===== src/iwr_defs.svh =====
// Behaviour
// - Seven-bit volatile register selects wiper tap
// - Code zero picks tap nearest low terminal
// - All ones picks tap nearest high terminal
// - Rising code moves tap monotonically upward
// - Power-up value of register is 20h
// - Bytes travel most significant bit first
// - Slave only, never drives serial clock
// - Data pin released after power-up
// - Ignore bus until START is seen
// - START during power-up sequence is ignored
// - STOP returns device to idle
// - Receiver pulls data low on ninth clock
// - Acknowledge valid identifier, address, write data
// - Identifier: device code plus direction bit
// - Write: identifier, address, data, then standby
// - Commit data on last bit falling edge
// - Bad address or identifier gets no acknowledge
// - Read: identifier, address, restart, identifier
// - Keep sending while master acknowledges
`ifndef IWR_DEFS_SVH
`define IWR_DEFS_SVH

`define IWR_WIPER_W 7
`define IWR_TAPS 128
`define IWR_WIPER_ADDR 8'h00
`define IWR_WIPER_RESET 7'h20
`define IWR_BYTE_BITS 4'h8
`define IWR_LAST_TX_BIT 4'h7
`define IWR_DIR_READ 1'b1
`define IWR_CLK_PERIOD_NS 4
`define IWR_POWERUP_NS 400
`define IWR_POWERUP_CYCLES ((`IWR_POWERUP_NS + `IWR_CLK_PERIOD_NS - 1) / `IWR_CLK_PERIOD_NS)
`define IWR_PU_W 16

`endif


===== src/iwr_pkg.sv =====
`default_nettype none
`include "iwr_defs.svh"

package iwr_pkg;

  typedef enum logic [3:0] {
    ST_IDLE,
    ST_ID,
    ST_ADDR,
    ST_WDATA,
    ST_ACK,
    ST_RDATA,
    ST_RACK,
    ST_IGNORE
  } iwr_state_type;

  typedef struct packed {
    iwr_state_type st;
    iwr_state_type after_ack;
    logic [3:0] bit_cnt;
    logic [7:0] shift;
    logic addr_ok;
    logic master_ack;
    logic sda_oe;
    logic sda_drv;
    logic [`IWR_PU_W-1:0] pu_cnt;
    logic [`IWR_WIPER_W-1:0] wiper;
  } iwr_core_type;

  typedef struct packed {
    logic scl_s1;
    logic scl_s2;
    logic scl_d;
    logic sda_s1;
    logic sda_s2;
    logic sda_d;
  } iwr_sync_type;

  typedef struct packed {
    logic [`IWR_TAPS-1:0] sel;
  } iwr_tap_type;

endpackage

`default_nettype wire


===== src/iwr_link_if.sv =====
`timescale 1ns/1ps
`default_nettype none

interface iwr_link_if;
  logic scl_rise;
  logic scl_fall;
  logic start;
  logic stop;
  logic sda_lvl;

  modport src (
    output scl_rise,
    output scl_fall,
    output start,
    output stop,
    output sda_lvl
  );

  modport dst (
    input scl_rise,
    input scl_fall,
    input start,
    input stop,
    input sda_lvl
  );
endinterface

`default_nettype wire


===== src/iwr_top.sv =====
`timescale 1ns/1ps
`default_nettype none
`include "iwr_defs.svh"

module iwr_top #(
  // Device code value is arbitrary
  parameter logic [6:0] DEVICE_CODE = 7'h2D,
  parameter int unsigned POWERUP_CYCLES = `IWR_POWERUP_CYCLES
) (
  input wire logic clk,                               // System clock, 250 MHz
  input wire logic rst,                               // Async reset, active high
  input wire logic scl_i,                             // Serial clock pin
  input wire logic sda_i,                             // Serial data pin level
  output logic sda_o,                                 // Serial data drive value
  output logic sda_oe,                                // High while pulling data low
  output logic [`IWR_WIPER_W-1:0] wiper_position,     // Wiper position register
  output logic [`IWR_TAPS-1:0] tap_sel                // One-hot resistor_ladder tap
);

  iwr_link_if lk ();

  iwr_pin_sync u_sync (
    .clk(clk),
    .rst(rst),
    .scl_i(scl_i),
    .sda_i(sda_i),
    .lk(lk.src)
  );

  iwr_pkg::iwr_core_type s_r;
  iwr_pkg::iwr_core_type s_nxt;

  always_comb begin
    s_nxt = s_r;
    s_nxt.sda_drv = 1'b0;
    if (s_r.pu_cnt != '0) begin
      s_nxt.pu_cnt = s_r.pu_cnt - `IWR_PU_W'(1);
    end
    if (lk.start && s_r.pu_cnt == '0) begin
      s_nxt.st = iwr_pkg::ST_ID;
      s_nxt.bit_cnt = '0;
      s_nxt.sda_oe = 1'b0;
      s_nxt.master_ack = 1'b0;
    end else if (lk.stop) begin
      s_nxt.st = iwr_pkg::ST_IDLE;
      s_nxt.sda_oe = 1'b0;
      s_nxt.addr_ok = 1'b0;
    end else begin
      case (s_r.st)
        iwr_pkg::ST_IDLE, iwr_pkg::ST_IGNORE: begin
          s_nxt.sda_oe = 1'b0;
        end
        iwr_pkg::ST_ID, iwr_pkg::ST_ADDR, iwr_pkg::ST_WDATA: begin
          if (lk.scl_rise && s_r.bit_cnt != `IWR_BYTE_BITS) begin
            s_nxt.shift = {s_r.shift[6:0], lk.sda_lvl};
            s_nxt.bit_cnt = s_r.bit_cnt + 4'h1;
          end else if (lk.scl_fall && s_r.bit_cnt == `IWR_BYTE_BITS) begin
            s_nxt.bit_cnt = '0;
            s_nxt.sda_oe = 1'b1;
            s_nxt.st = iwr_pkg::ST_ACK;
            if (s_r.st == iwr_pkg::ST_ID) begin
              if (s_r.shift[7:1] != DEVICE_CODE) begin
                s_nxt.sda_oe = 1'b0;
                s_nxt.st = iwr_pkg::ST_IGNORE;
              end else if (s_r.shift[0] == `IWR_DIR_READ) begin
                // Read needs an address set since the last STOP
                if (s_r.addr_ok) begin
                  s_nxt.after_ack = iwr_pkg::ST_RDATA;
                end else begin
                  s_nxt.sda_oe = 1'b0;
                  s_nxt.st = iwr_pkg::ST_IGNORE;
                end
              end else begin
                s_nxt.after_ack = iwr_pkg::ST_ADDR;
              end
            end else if (s_r.st == iwr_pkg::ST_ADDR) begin
              if (s_r.shift == `IWR_WIPER_ADDR) begin
                s_nxt.addr_ok = 1'b1;
                s_nxt.after_ack = iwr_pkg::ST_WDATA;
              end else begin
                s_nxt.addr_ok = 1'b0;
                s_nxt.sda_oe = 1'b0;
                s_nxt.st = iwr_pkg::ST_IGNORE;
              end
            end else begin
              // Commit on the fall that ends the last data bit
              s_nxt.wiper = s_r.shift[`IWR_WIPER_W-1:0];
              s_nxt.after_ack = iwr_pkg::ST_IGNORE;
            end
          end
        end
        iwr_pkg::ST_ACK: begin
          if (lk.scl_fall) begin
            s_nxt.st = s_r.after_ack;
            s_nxt.bit_cnt = '0;
            s_nxt.sda_oe = 1'b0;
            if (s_r.after_ack == iwr_pkg::ST_RDATA) begin
              s_nxt.shift = {1'b0, s_r.wiper};
              s_nxt.sda_oe = 1'b1;
            end
          end
        end
        iwr_pkg::ST_RDATA: begin
          if (lk.scl_fall) begin
            if (s_r.bit_cnt == `IWR_LAST_TX_BIT) begin
              s_nxt.sda_oe = 1'b0;
              s_nxt.st = iwr_pkg::ST_RACK;
              s_nxt.bit_cnt = '0;
              s_nxt.master_ack = 1'b0;
            end else begin
              s_nxt.shift = {s_r.shift[6:0], 1'b0};
              s_nxt.sda_oe = ~s_r.shift[6];
              s_nxt.bit_cnt = s_r.bit_cnt + 4'h1;
            end
          end
        end
        iwr_pkg::ST_RACK: begin
          if (lk.scl_rise) begin
            s_nxt.master_ack = ~lk.sda_lvl;
          end else if (lk.scl_fall) begin
            if (s_r.master_ack) begin
              s_nxt.shift = {1'b0, s_r.wiper};
              s_nxt.sda_oe = 1'b1;
              s_nxt.st = iwr_pkg::ST_RDATA;
            end else begin
              s_nxt.sda_oe = 1'b0;
              s_nxt.st = iwr_pkg::ST_IGNORE;
            end
          end
        end
        default: begin
          s_nxt.st = iwr_pkg::ST_IDLE;
          s_nxt.sda_oe = 1'b0;
        end
      endcase
    end
  end

  always_ff @(posedge clk or posedge rst) begin
    if (rst) begin
      s_r.st <= iwr_pkg::ST_IDLE;
      s_r.after_ack <= iwr_pkg::ST_IDLE;
      s_r.bit_cnt <= '0;
      s_r.shift <= '0;
      s_r.addr_ok <= 1'b0;
      s_r.master_ack <= 1'b0;
      s_r.sda_oe <= 1'b0;
      s_r.sda_drv <= 1'b0;
      s_r.pu_cnt <= `IWR_PU_W'(POWERUP_CYCLES);
      s_r.wiper <= `IWR_WIPER_RESET;
    end else begin
      s_r <= s_nxt;
    end
  end

  iwr_tap_decode #(
    .TAPS(`IWR_TAPS)
  ) u_tap (
    .clk(clk),
    .rst(rst),
    .wiper(s_r.wiper),
    .tap_sel(tap_sel)
  );

  assign sda_o = s_r.sda_drv;
  assign sda_oe = s_r.sda_oe;
  assign wiper_position = s_r.wiper;

  // Clock falling edges with no START or STOP beside them
  logic clean_fall;
  logic byte_end;
  always_comb begin
    clean_fall = lk.scl_fall && !lk.start && !lk.stop;
    byte_end = clean_fall && s_r.bit_cnt == `IWR_BYTE_BITS;
  end

  // Bus states in which the data pin stays released
  function automatic logic quiet(input iwr_pkg::iwr_state_type st);
    return st == iwr_pkg::ST_IDLE || st == iwr_pkg::ST_IGNORE;
  endfunction
endmodule

`default_nettype wire


===== src/iwr_pin_sync.sv =====
`timescale 1ns/1ps
`default_nettype none
`include "iwr_defs.svh"

module iwr_pin_sync (
  input wire logic clk,   // System clock
  input wire logic rst,   // Async reset
  input wire logic scl_i, // Serial clock pin, input only
  input wire logic sda_i, // Serial data pin level
  iwr_link_if.src lk      // Edge and condition events
);

  iwr_pkg::iwr_sync_type s_r;
  iwr_pkg::iwr_sync_type s_nxt;

  // Clock is only sampled, never driven
  always_comb begin
    s_nxt = s_r;
    s_nxt.scl_s1 = scl_i;
    s_nxt.scl_s2 = s_r.scl_s1;
    s_nxt.scl_d = s_r.scl_s2;
    s_nxt.sda_s1 = sda_i;
    s_nxt.sda_s2 = s_r.sda_s1;
    s_nxt.sda_d = s_r.sda_s2;
  end

  always_ff @(posedge clk or posedge rst) begin
    if (rst) begin
      s_r <= '{scl_s1: 1'b1, scl_s2: 1'b1, scl_d: 1'b1,
               sda_s1: 1'b1, sda_s2: 1'b1, sda_d: 1'b1};
    end else begin
      s_r <= s_nxt;
    end
  end

  // Data moving while clock high marks START or STOP
  always_comb begin
    lk.scl_rise = s_r.scl_s2 & ~s_r.scl_d;
    lk.scl_fall = ~s_r.scl_s2 & s_r.scl_d;
    lk.start = s_r.scl_s2 & s_r.scl_d & s_r.sda_d & ~s_r.sda_s2;
    lk.stop = s_r.scl_s2 & s_r.scl_d & ~s_r.sda_d & s_r.sda_s2;
    lk.sda_lvl = s_r.sda_s2;
  end
endmodule

`default_nettype wire


===== src/iwr_tap_decode.sv =====
`timescale 1ns/1ps
`default_nettype none
`include "iwr_defs.svh"

module iwr_tap_decode #(
  parameter int unsigned TAPS = `IWR_TAPS
) (
  input wire logic clk,                       // System clock
  input wire logic rst,                       // Async reset
  input wire logic [`IWR_WIPER_W-1:0] wiper,  // Wiper position code
  output logic [TAPS-1:0] tap_sel             // One-hot ladder tap select
);

  iwr_pkg::iwr_tap_type t_r;
  iwr_pkg::iwr_tap_type t_nxt;

  // Bit n closes the switch n taps above the low terminal
  function automatic logic [TAPS-1:0] onehot(input logic [`IWR_WIPER_W-1:0] code);
    logic [TAPS-1:0] v;
    v = '0;
    v[code] = 1'b1;
    return v;
  endfunction

  always_comb begin
    t_nxt = t_r;
    t_nxt.sel = onehot(wiper);
  end

  always_ff @(posedge clk or posedge rst) begin
    if (rst) begin
      t_r.sel <= onehot(`IWR_WIPER_RESET);
    end else begin
      t_r <= t_nxt;
    end
  end

  assign tap_sel = t_r.sel;
endmodule

`default_nettype wire


===== config.mk =====
export PLATFORM = sky130hd
export DESIGN_NAME = iwr_top
export DESIGN_NICKNAME = d
export VERILOG_FILES = /design/src/iwr_pkg.sv /design/src/iwr_link_if.sv /design/src/iwr_top.sv /design/src/iwr_pin_sync.sv /design/src/iwr_tap_decode.sv
export VERILOG_INCLUDE_DIRS = /design/src
export SDC_FILE = /design/constraint.sdc
export NUM_CORES = 1
export LEC_CHECK = 0
export ABC_AREA = 1
export ABC_CLOCK_PERIOD_IN_PS = 7500
export BUFFER_PORTS_ARGS = -buffer_cell sky130_fd_sc_hd__buf_2
export CAP_MARGIN = 40
export CORE_UTILIZATION = 50
export CTS_BUF_LIST = sky130_fd_sc_hd__clkbuf_16
export CTS_CLUSTER_DIAMETER = 150
export CTS_CLUSTER_SIZE = 10
export DETAILED_ROUTE_END_ITERATION = 8
export PLACE_DENSITY = 0.85
export SETUP_SLACK_MARGIN = 0.15
export SLEW_MARGIN = 20
export SYNTH_ARGS = -nofsm -noshare
export SYNTH_HDL_FRONTEND = slang
export SYNTH_SLANG_ARGS = --single-unit

===== constraint.sdc =====
create_clock -name clk -period 7.5 [get_ports clk]
set_clock_uncertainty 0.15 [all_clocks]
set_input_delay 1.125 -clock clk [delete_from_list [all_inputs] [get_ports clk]]
set_output_delay 1.125 -clock clk [all_outputs]
set_load 0.02 [all_outputs]

=== Word level (Yosys, flattened, before mapping) ===
Cells that the tools add are included.

* Register bits after elaboration: 180
* Bits in latches: 0
* Bits in writable memories: 0
* Bits in read-only memories: 0
* Input port bits: 4
* Output and inout bits: 137
* Logic and storage cells: 166
* Memories: 0

* Add/sub/neg operators: 2
* Multiply operators: 0
* Divide/modulo/power cells: 0
* Order comparisons: 2
* Equal/unequal tests: 39
* Shift-type cells: 0
* Mux-type cells: 66
* Bitwise operators: 17
* Reductions and logical operators: 24

{| class="wikitable"
|+ Operators by type and width
! operator !! number
|-
| 2-to-1 mux 4 bit || 16
|-
| 2-to-1 mux 8 bit || 8
|-
| 2-to-1 mux 12 bit || 4
|-
| inequality test 4 bit, second input constant || 9
|-
| one-hot mux 8 bit (4 select lines) || 1
|-
| 2-to-1 mux 1 bit || 25
|-
| equality test 4 x 3 -> 1 bit, second input constant || 6
|-
| inequality test 2 bit, second input constant || 11
|-
| one-hot mux 4 bit (5 select lines) || 1
|-
| inequality test 3 bit, second input constant || 6
|-
| logical NOT 16 bit || 1
|-
| AND reduction 8 bit || 2
|-
| nonzero test 16 bit || 1
|-
| subtractor 16 x 1 -> 16 bit, second input constant || 1
|-
| 2-to-1 mux 2 bit || 7
|-
| one-hot mux 4 bit (3 select lines) || 1
|-
| AND reduction 6 bit || 2
|-
| AND reduction 11 bit || 1
|-
| inverter 1 bit || 10
|-
| AND reduction 5 bit || 2
|-
| equality test 4 x 2 -> 1 bit, second input constant || 2
|-
| logical NOT 8 bit || 1
|-
| less-than comparator 7 x 8 -> 1 bit, second input constant || 1
|-
| nonzero test 4 bit || 2
|-
| 18 further kinds || 29
|}

=== Longest topological paths before layout ===
* Depth in word-level cells: 9
* Mapped depth: 12
* Gate-level depth less buffers: 12

=== Hierarchy ===
A second synthesis with hierarchy kept.

* Cells, all modules: 689
* Area total of the unflattened synthesis: 6879.1 um2

{| class="wikitable"
|+ Modules (own cells, without submodules)
! module !! instances !! cells each !! area an instance (um2)
|-
| iwr_tap_decode || 1 || 306 || 3910.0
|-
| iwr_top || 1 || 365 || 2766.4
|-
| iwr_pin_sync || 1 || 18 || 202.7
|}

=== Least setup slack after synthesis ===
OpenSTA, ideal clock, no wires.

* Path type: register -> output
* Start point: register, netlist name wiper_position[5]
* End point: output port wiper_position[5]
* Arrival: 0.668 ns
* Required time: 6.225 ns
* Slack: 5.557 ns
* Stages on the path, launching flop included: 2
* Buffers on the path: 1
* Cell sequence: dfstp_2 -> buf_4

{| class="wikitable"
|+ RTL lines
! item !! line !! text
|-
| end: declaration || iwr_top.sv:16 || <nowiki>output logic [`IWR_WIPER_W-1:0] wiper_position,</nowiki>
|}

No word-level cell between the ends.

=== Worst setup path in the final report ===
* Start point: register, netlist name wiper_position[5]
* End point: output port wiper_position[5]

No word-level cell between the ends.

==> results by stage <==
STA:
- The aggregate negative setup slack is 0 ps.
- The max-slew violation total from the final report is 0.
- The normalized max-slew margin is between 40% and 50%.
- The slew at the pin closest to its max-slew limit is 828 ps.
- The minimum hold slack is 208 ps.
- Setup violations remaining at the end of the flow were counted as 0.
- Setup repair after global routing left no endpoint under its margin.
- For the finished layout, the period the worst path requires is 2460 ps.
- The maximum achievable frequency is just over 400 MHz.
- The worst path uses 32.8% of the clock period.
- The final hold violation count is 0.

Outcome:
- The flow ran to the end, and the final reports show no timing, DRC or antenna violations.

Floorplan:
- The starting utilization of the core area is between 50 and 60%.
- In this run the count of I/O pins placed on the die edge is approximately 140.
- The row count is 42.
- The die footprint is between 0.01 and 0.015 mm².
- The area of the core is between 0.01 and 0.015 mm².
- Measured along the y axis, the die boundary spans approximately 120 µm.
- The chip width is 118 µm.

Logic synthesis:
- By area the synthesized netlist is led by sky130_fd_sc_hd__dfrtp_1 62%, sky130_fd_sc_hd__nor2_1 10%, sky130_fd_sc_hd__nand2_1 5.9%.
- The number of nets produced by synthesis is ~690.
- The synthesized design devotes to its leading area cell type between 60% and 70% of total area.
- Yosys instantiated no cell more often than sky130_fd_sc_hd__nor2_1.
- The commonest cells after synthesis are 180 x sky130_fd_sc_hd__nor2_1, 167 x sky130_fd_sc_hd__dfrtp_1, 106 x sky130_fd_sc_hd__nand2_1, 53 x sky130_fd_sc_hd__inv_1, 30 x sky130_fd_sc_hd__nand3_1.
- The dominant synthesized flop cell is sky130_fd_sc_hd__dfrtp_1.
- The number of unique standard cell types used by synthesis is 39.
- The synthesized area divided by synthesized cell count is 9.95 µm².
- The cell type contributing the most total cell area after synthesis is sky130_fd_sc_hd__dfrtp_1.
- The number of flops mapped to enable cells by yosys is 0.
- The register bit total from synthesis is about 180.
- The fraction of the yosys area taken by sequential cells is about two thirds.
- The gate count of the mapped netlist is between 600 and 700.
- The share of flip-flops with an asynchronous set or reset after synthesis is 100%.
- The mapped netlist covers between 0.006 and 0.007 mm².
- For this run, the number of Yosys warnings is 0.

Clocking:
- The number of gates resized after CTS was 0.
- The sink count of the clock tree is between 150 and 200.
- The count of H-tree levels built during CTS is 4.
- The clock insertion delay at the later pin of the skew report is ~430 ps.
- The clock transition at the register clock pins on the worst setup and hold paths after CTS is around 60 ps.
- The clock root buffer master is sky130_fd_sc_hd__clkbuf_16.
- The buffer count from post-CTS setup fixing is 0.
- Counting the buffers created by CTS gives 17.
- TritonCTS built the clock tree.
- In this run, post-CTS hold repair placed 0 buffers.
- In this run the deepest clock path goes through 2 buffers.

Worst setup path:
- On the critical path the largest part of the delay comes from flip-flops.
- The timing startpoint of the critical path is wiper_position[5]$_DFFE_PP1P_.
- The critical-path maximum fanout is 5.
- Traced cell by cell, the critical path runs through buf_2.
- The worst register-to-register path begins at u_sync.s_r[3]$_DFF_PP1_.
- The arrival time at the worst endpoint is 1190 ps.
- The slowest stage of the critical path is the sky130_fd_sc_hd__dfstp_2 cell.
- For the worst flop-to-flop path, the logic depth is 7.
- The total buffers and inverters traversed by the critical path is 1.
- The worst setup path is of the reg -> out kind.
- The worst register-to-register path ends at wiper_position[2]$_DFFE_PP0P_.
- The setup check on the worst reg-to-reg path leaves a slack of 5400 ps.
- Data on the critical path is required at its endpoint by ~6200 ps.
- The critical path capture point type is an output pin.
- On the worst path, the slowest cell contributes a delay of 570 ps.
- STA classifies the critical path startpoint as a flip-flop.

Pwr:
- The worst-case IR drop observed on VDD is approximately 0.16 mV.
- For this design the static power due to leakage is between 0.004 and 0.005 µW.
- The net switching share of the total power is between 20% and 30%.
- Cell internal power was estimated by the tool at between 1500 and 2000 µW.
- The share of total power dissipated in combinational logic is roughly 6.4%.
- The total power divided by cell area is 246 mW/mm².
- Sequential cells burn around half of the power.
- The net switching power figure is 499 µW.
- In this run, the clock network consumes approximately 44% of the power.

Drt:
- The routed layout has about 5300 vias.
- For this run, design rule violations remaining after detail routing come to 0.
- The detailed router's first-iteration violation count is roughly 470.
- The first detailed-routing pass ran for 5 iterations.
- The remaining antenna violation count is 0.
- The average vias per placed instance is between 5 and 6.
- In the final routed layout, each cell accounts on average for around 16 µm.
- The total wirelength of the detailed-routed design is 16300 µm.

Global routing:
- The first global-routing pass estimated between 20000 and 30000 µm of wire.
- The initial antenna violation count is 0.
- The number of global-route vias before repair was ~5000.
- The largest net degree at the start of global routing is 96.
- The overflow left after global routing is 0.
- The global-route usage over all layers is between 20 and 25%.

Placed design:
- The congestion estimate from routability-driven global placement came to 0.794.
- The port buffer count is 139.
- The HPWL reported at the end of detailed placement is 10600 µm.

Final layout:
- The area growth from synthesis to layout is 21.9%.
- The proportion of layout cells with a drive suffix above 1 is a little over a quarter.
- The number of antenna diodes is 0.
- The post-layout net count is roughly 830.

Worst hold path:
- The worst hold path was traced through 0 stages.
- The path class of the tightest hold or removal check is reg -> reg.
- The worst hold endpoint is u_sync.s_nxt[3]$_DFF_PP1_.
- The hold path startpoint is u_sync.s_nxt[4]$_DFF_PP1_.

Job:
- The number of max-capacitance violations reported is 0.
-- area by class of cell --
class                           count  area [µm²]
Sequential cell                   178        4470
Inverter                           58         223
Timing Repair Buffer              143         769
Clock inverter                     15         169
Clock buffer                       17         425
Fill cell                         942        4970
Multi-Input combinational cell    422        1940
Tap cell                          176         220
-- metal layers --
| layer | vias up | track usage (%) | wire length (µm) |
|---|---|---|---|
| met5 | - | 0 | 0 |
| met4 | 0 | 11.0 | 381 |
| li1 | 2401 | - | - |
| met3 | 36 | 5.91 | 1090 |
| met2 | 276 | 39.5 | 8290 |
| met1 | 2560 | 31.3 | 6500 |
-- power groups by stage --
stage / registers [µW] / clock network [µW] / logic (µW)
4_1_cts: 999 / 898 / 128
2_1_floorplan: 1010 / 0 / 98.7
3_3_place_gp: 1010 / 0 / 116
6_report: 999 / 891 / 130
5_1_grt: 1000 / 948 / 146
3_5_place_dp: 1020 / 0 / 124
-- worst max path at each step --
| stage | end | slack, ps | cells after the start |
|---|---|---|---|
| after floorplan | s_r[10]$_DFFE_PP0P_ | 1410 | 1 |
| after global placement | u_tap.tap_sel[75]$_DFF_PP0_ | 4480 | 3 |
| after detailed placement | wiper_position[5]$_DFFE_PP1P_ | 4760 | 4 |
| after CTS | wiper_position[5] | 5030 | 1 |
| after global routing | wiper_position[2] | 4980 | 1 |
| final | wiper_position[5] | 5040 | 1 |
-- cell families after synthesis --
kind of cell             Yosys count  share of synthesized area (%)
buffers and inverters             77                           4.87
AO/OA/AOI/OAI                     60                           5.33
XOR/XNOR                           7                          0.910
adder cells (fa/ha/maj)            4                          0.743
flip-flops                       178                           66.3
AND/OR/NAND/NOR                  350                           21.8
other                              1                         0.0557
-- state kept, by name (all words and copies together), names as in the netlist --
signal and cells:
u_tap.tap_sel 128, s_r 36, wiper_position 7, u_sync.s_nxt 3, u_sync.s_r 2, sda_oe 1, u_sync.lk.sda_lvl 1
-- metrics by stage --
step | total power (µW) | instances | instance area, µm² | worst slack [ps] | util, %
6_report | 2020 | 1009 | 8220 | 5040 | 62.3
3_5_place_dp | 1140 | 975 | 7580 | 4760 | 57.5
3_3_place_gp | 1130 | 974 | 7560 | 4480 | 57.3
4_1_cts | 2020 | 1007 | 8180 | 5030 | 62.0
2_1_floorplan | 1110 | 677 | 6740 | 1410 | -
5_1_grt | 2090 | 1009 | 8220 | 4980 | 62.3
-- placed cells by master, fill, tap and decap left out, drive strengths merged --
cell      synthesis  routed
a21oi            12      12
clkinv            0       1
xnor2             3       3
nor3              7       7
xor2              4       4
nor4              1       1
inv              58      67
o21a              2       2
clkinvlp          0       3
bufinv            0       2
conb              1       1
nand4             5       5
dfstp            11      11
a22oi             3       3
nand3            32      32
ha                4       4
dfrtp           167     167
nand2           112     112
clkbuf            9      17
a21o              1       1
o21ai            39      39
o22ai             1       1
o21bai            1       1
nor2            187     187
or3               1       1
nand3b            2       2
or2               3       3
o211ai            1       1
buf              10     143
Power figures use the tool's default switching activity.
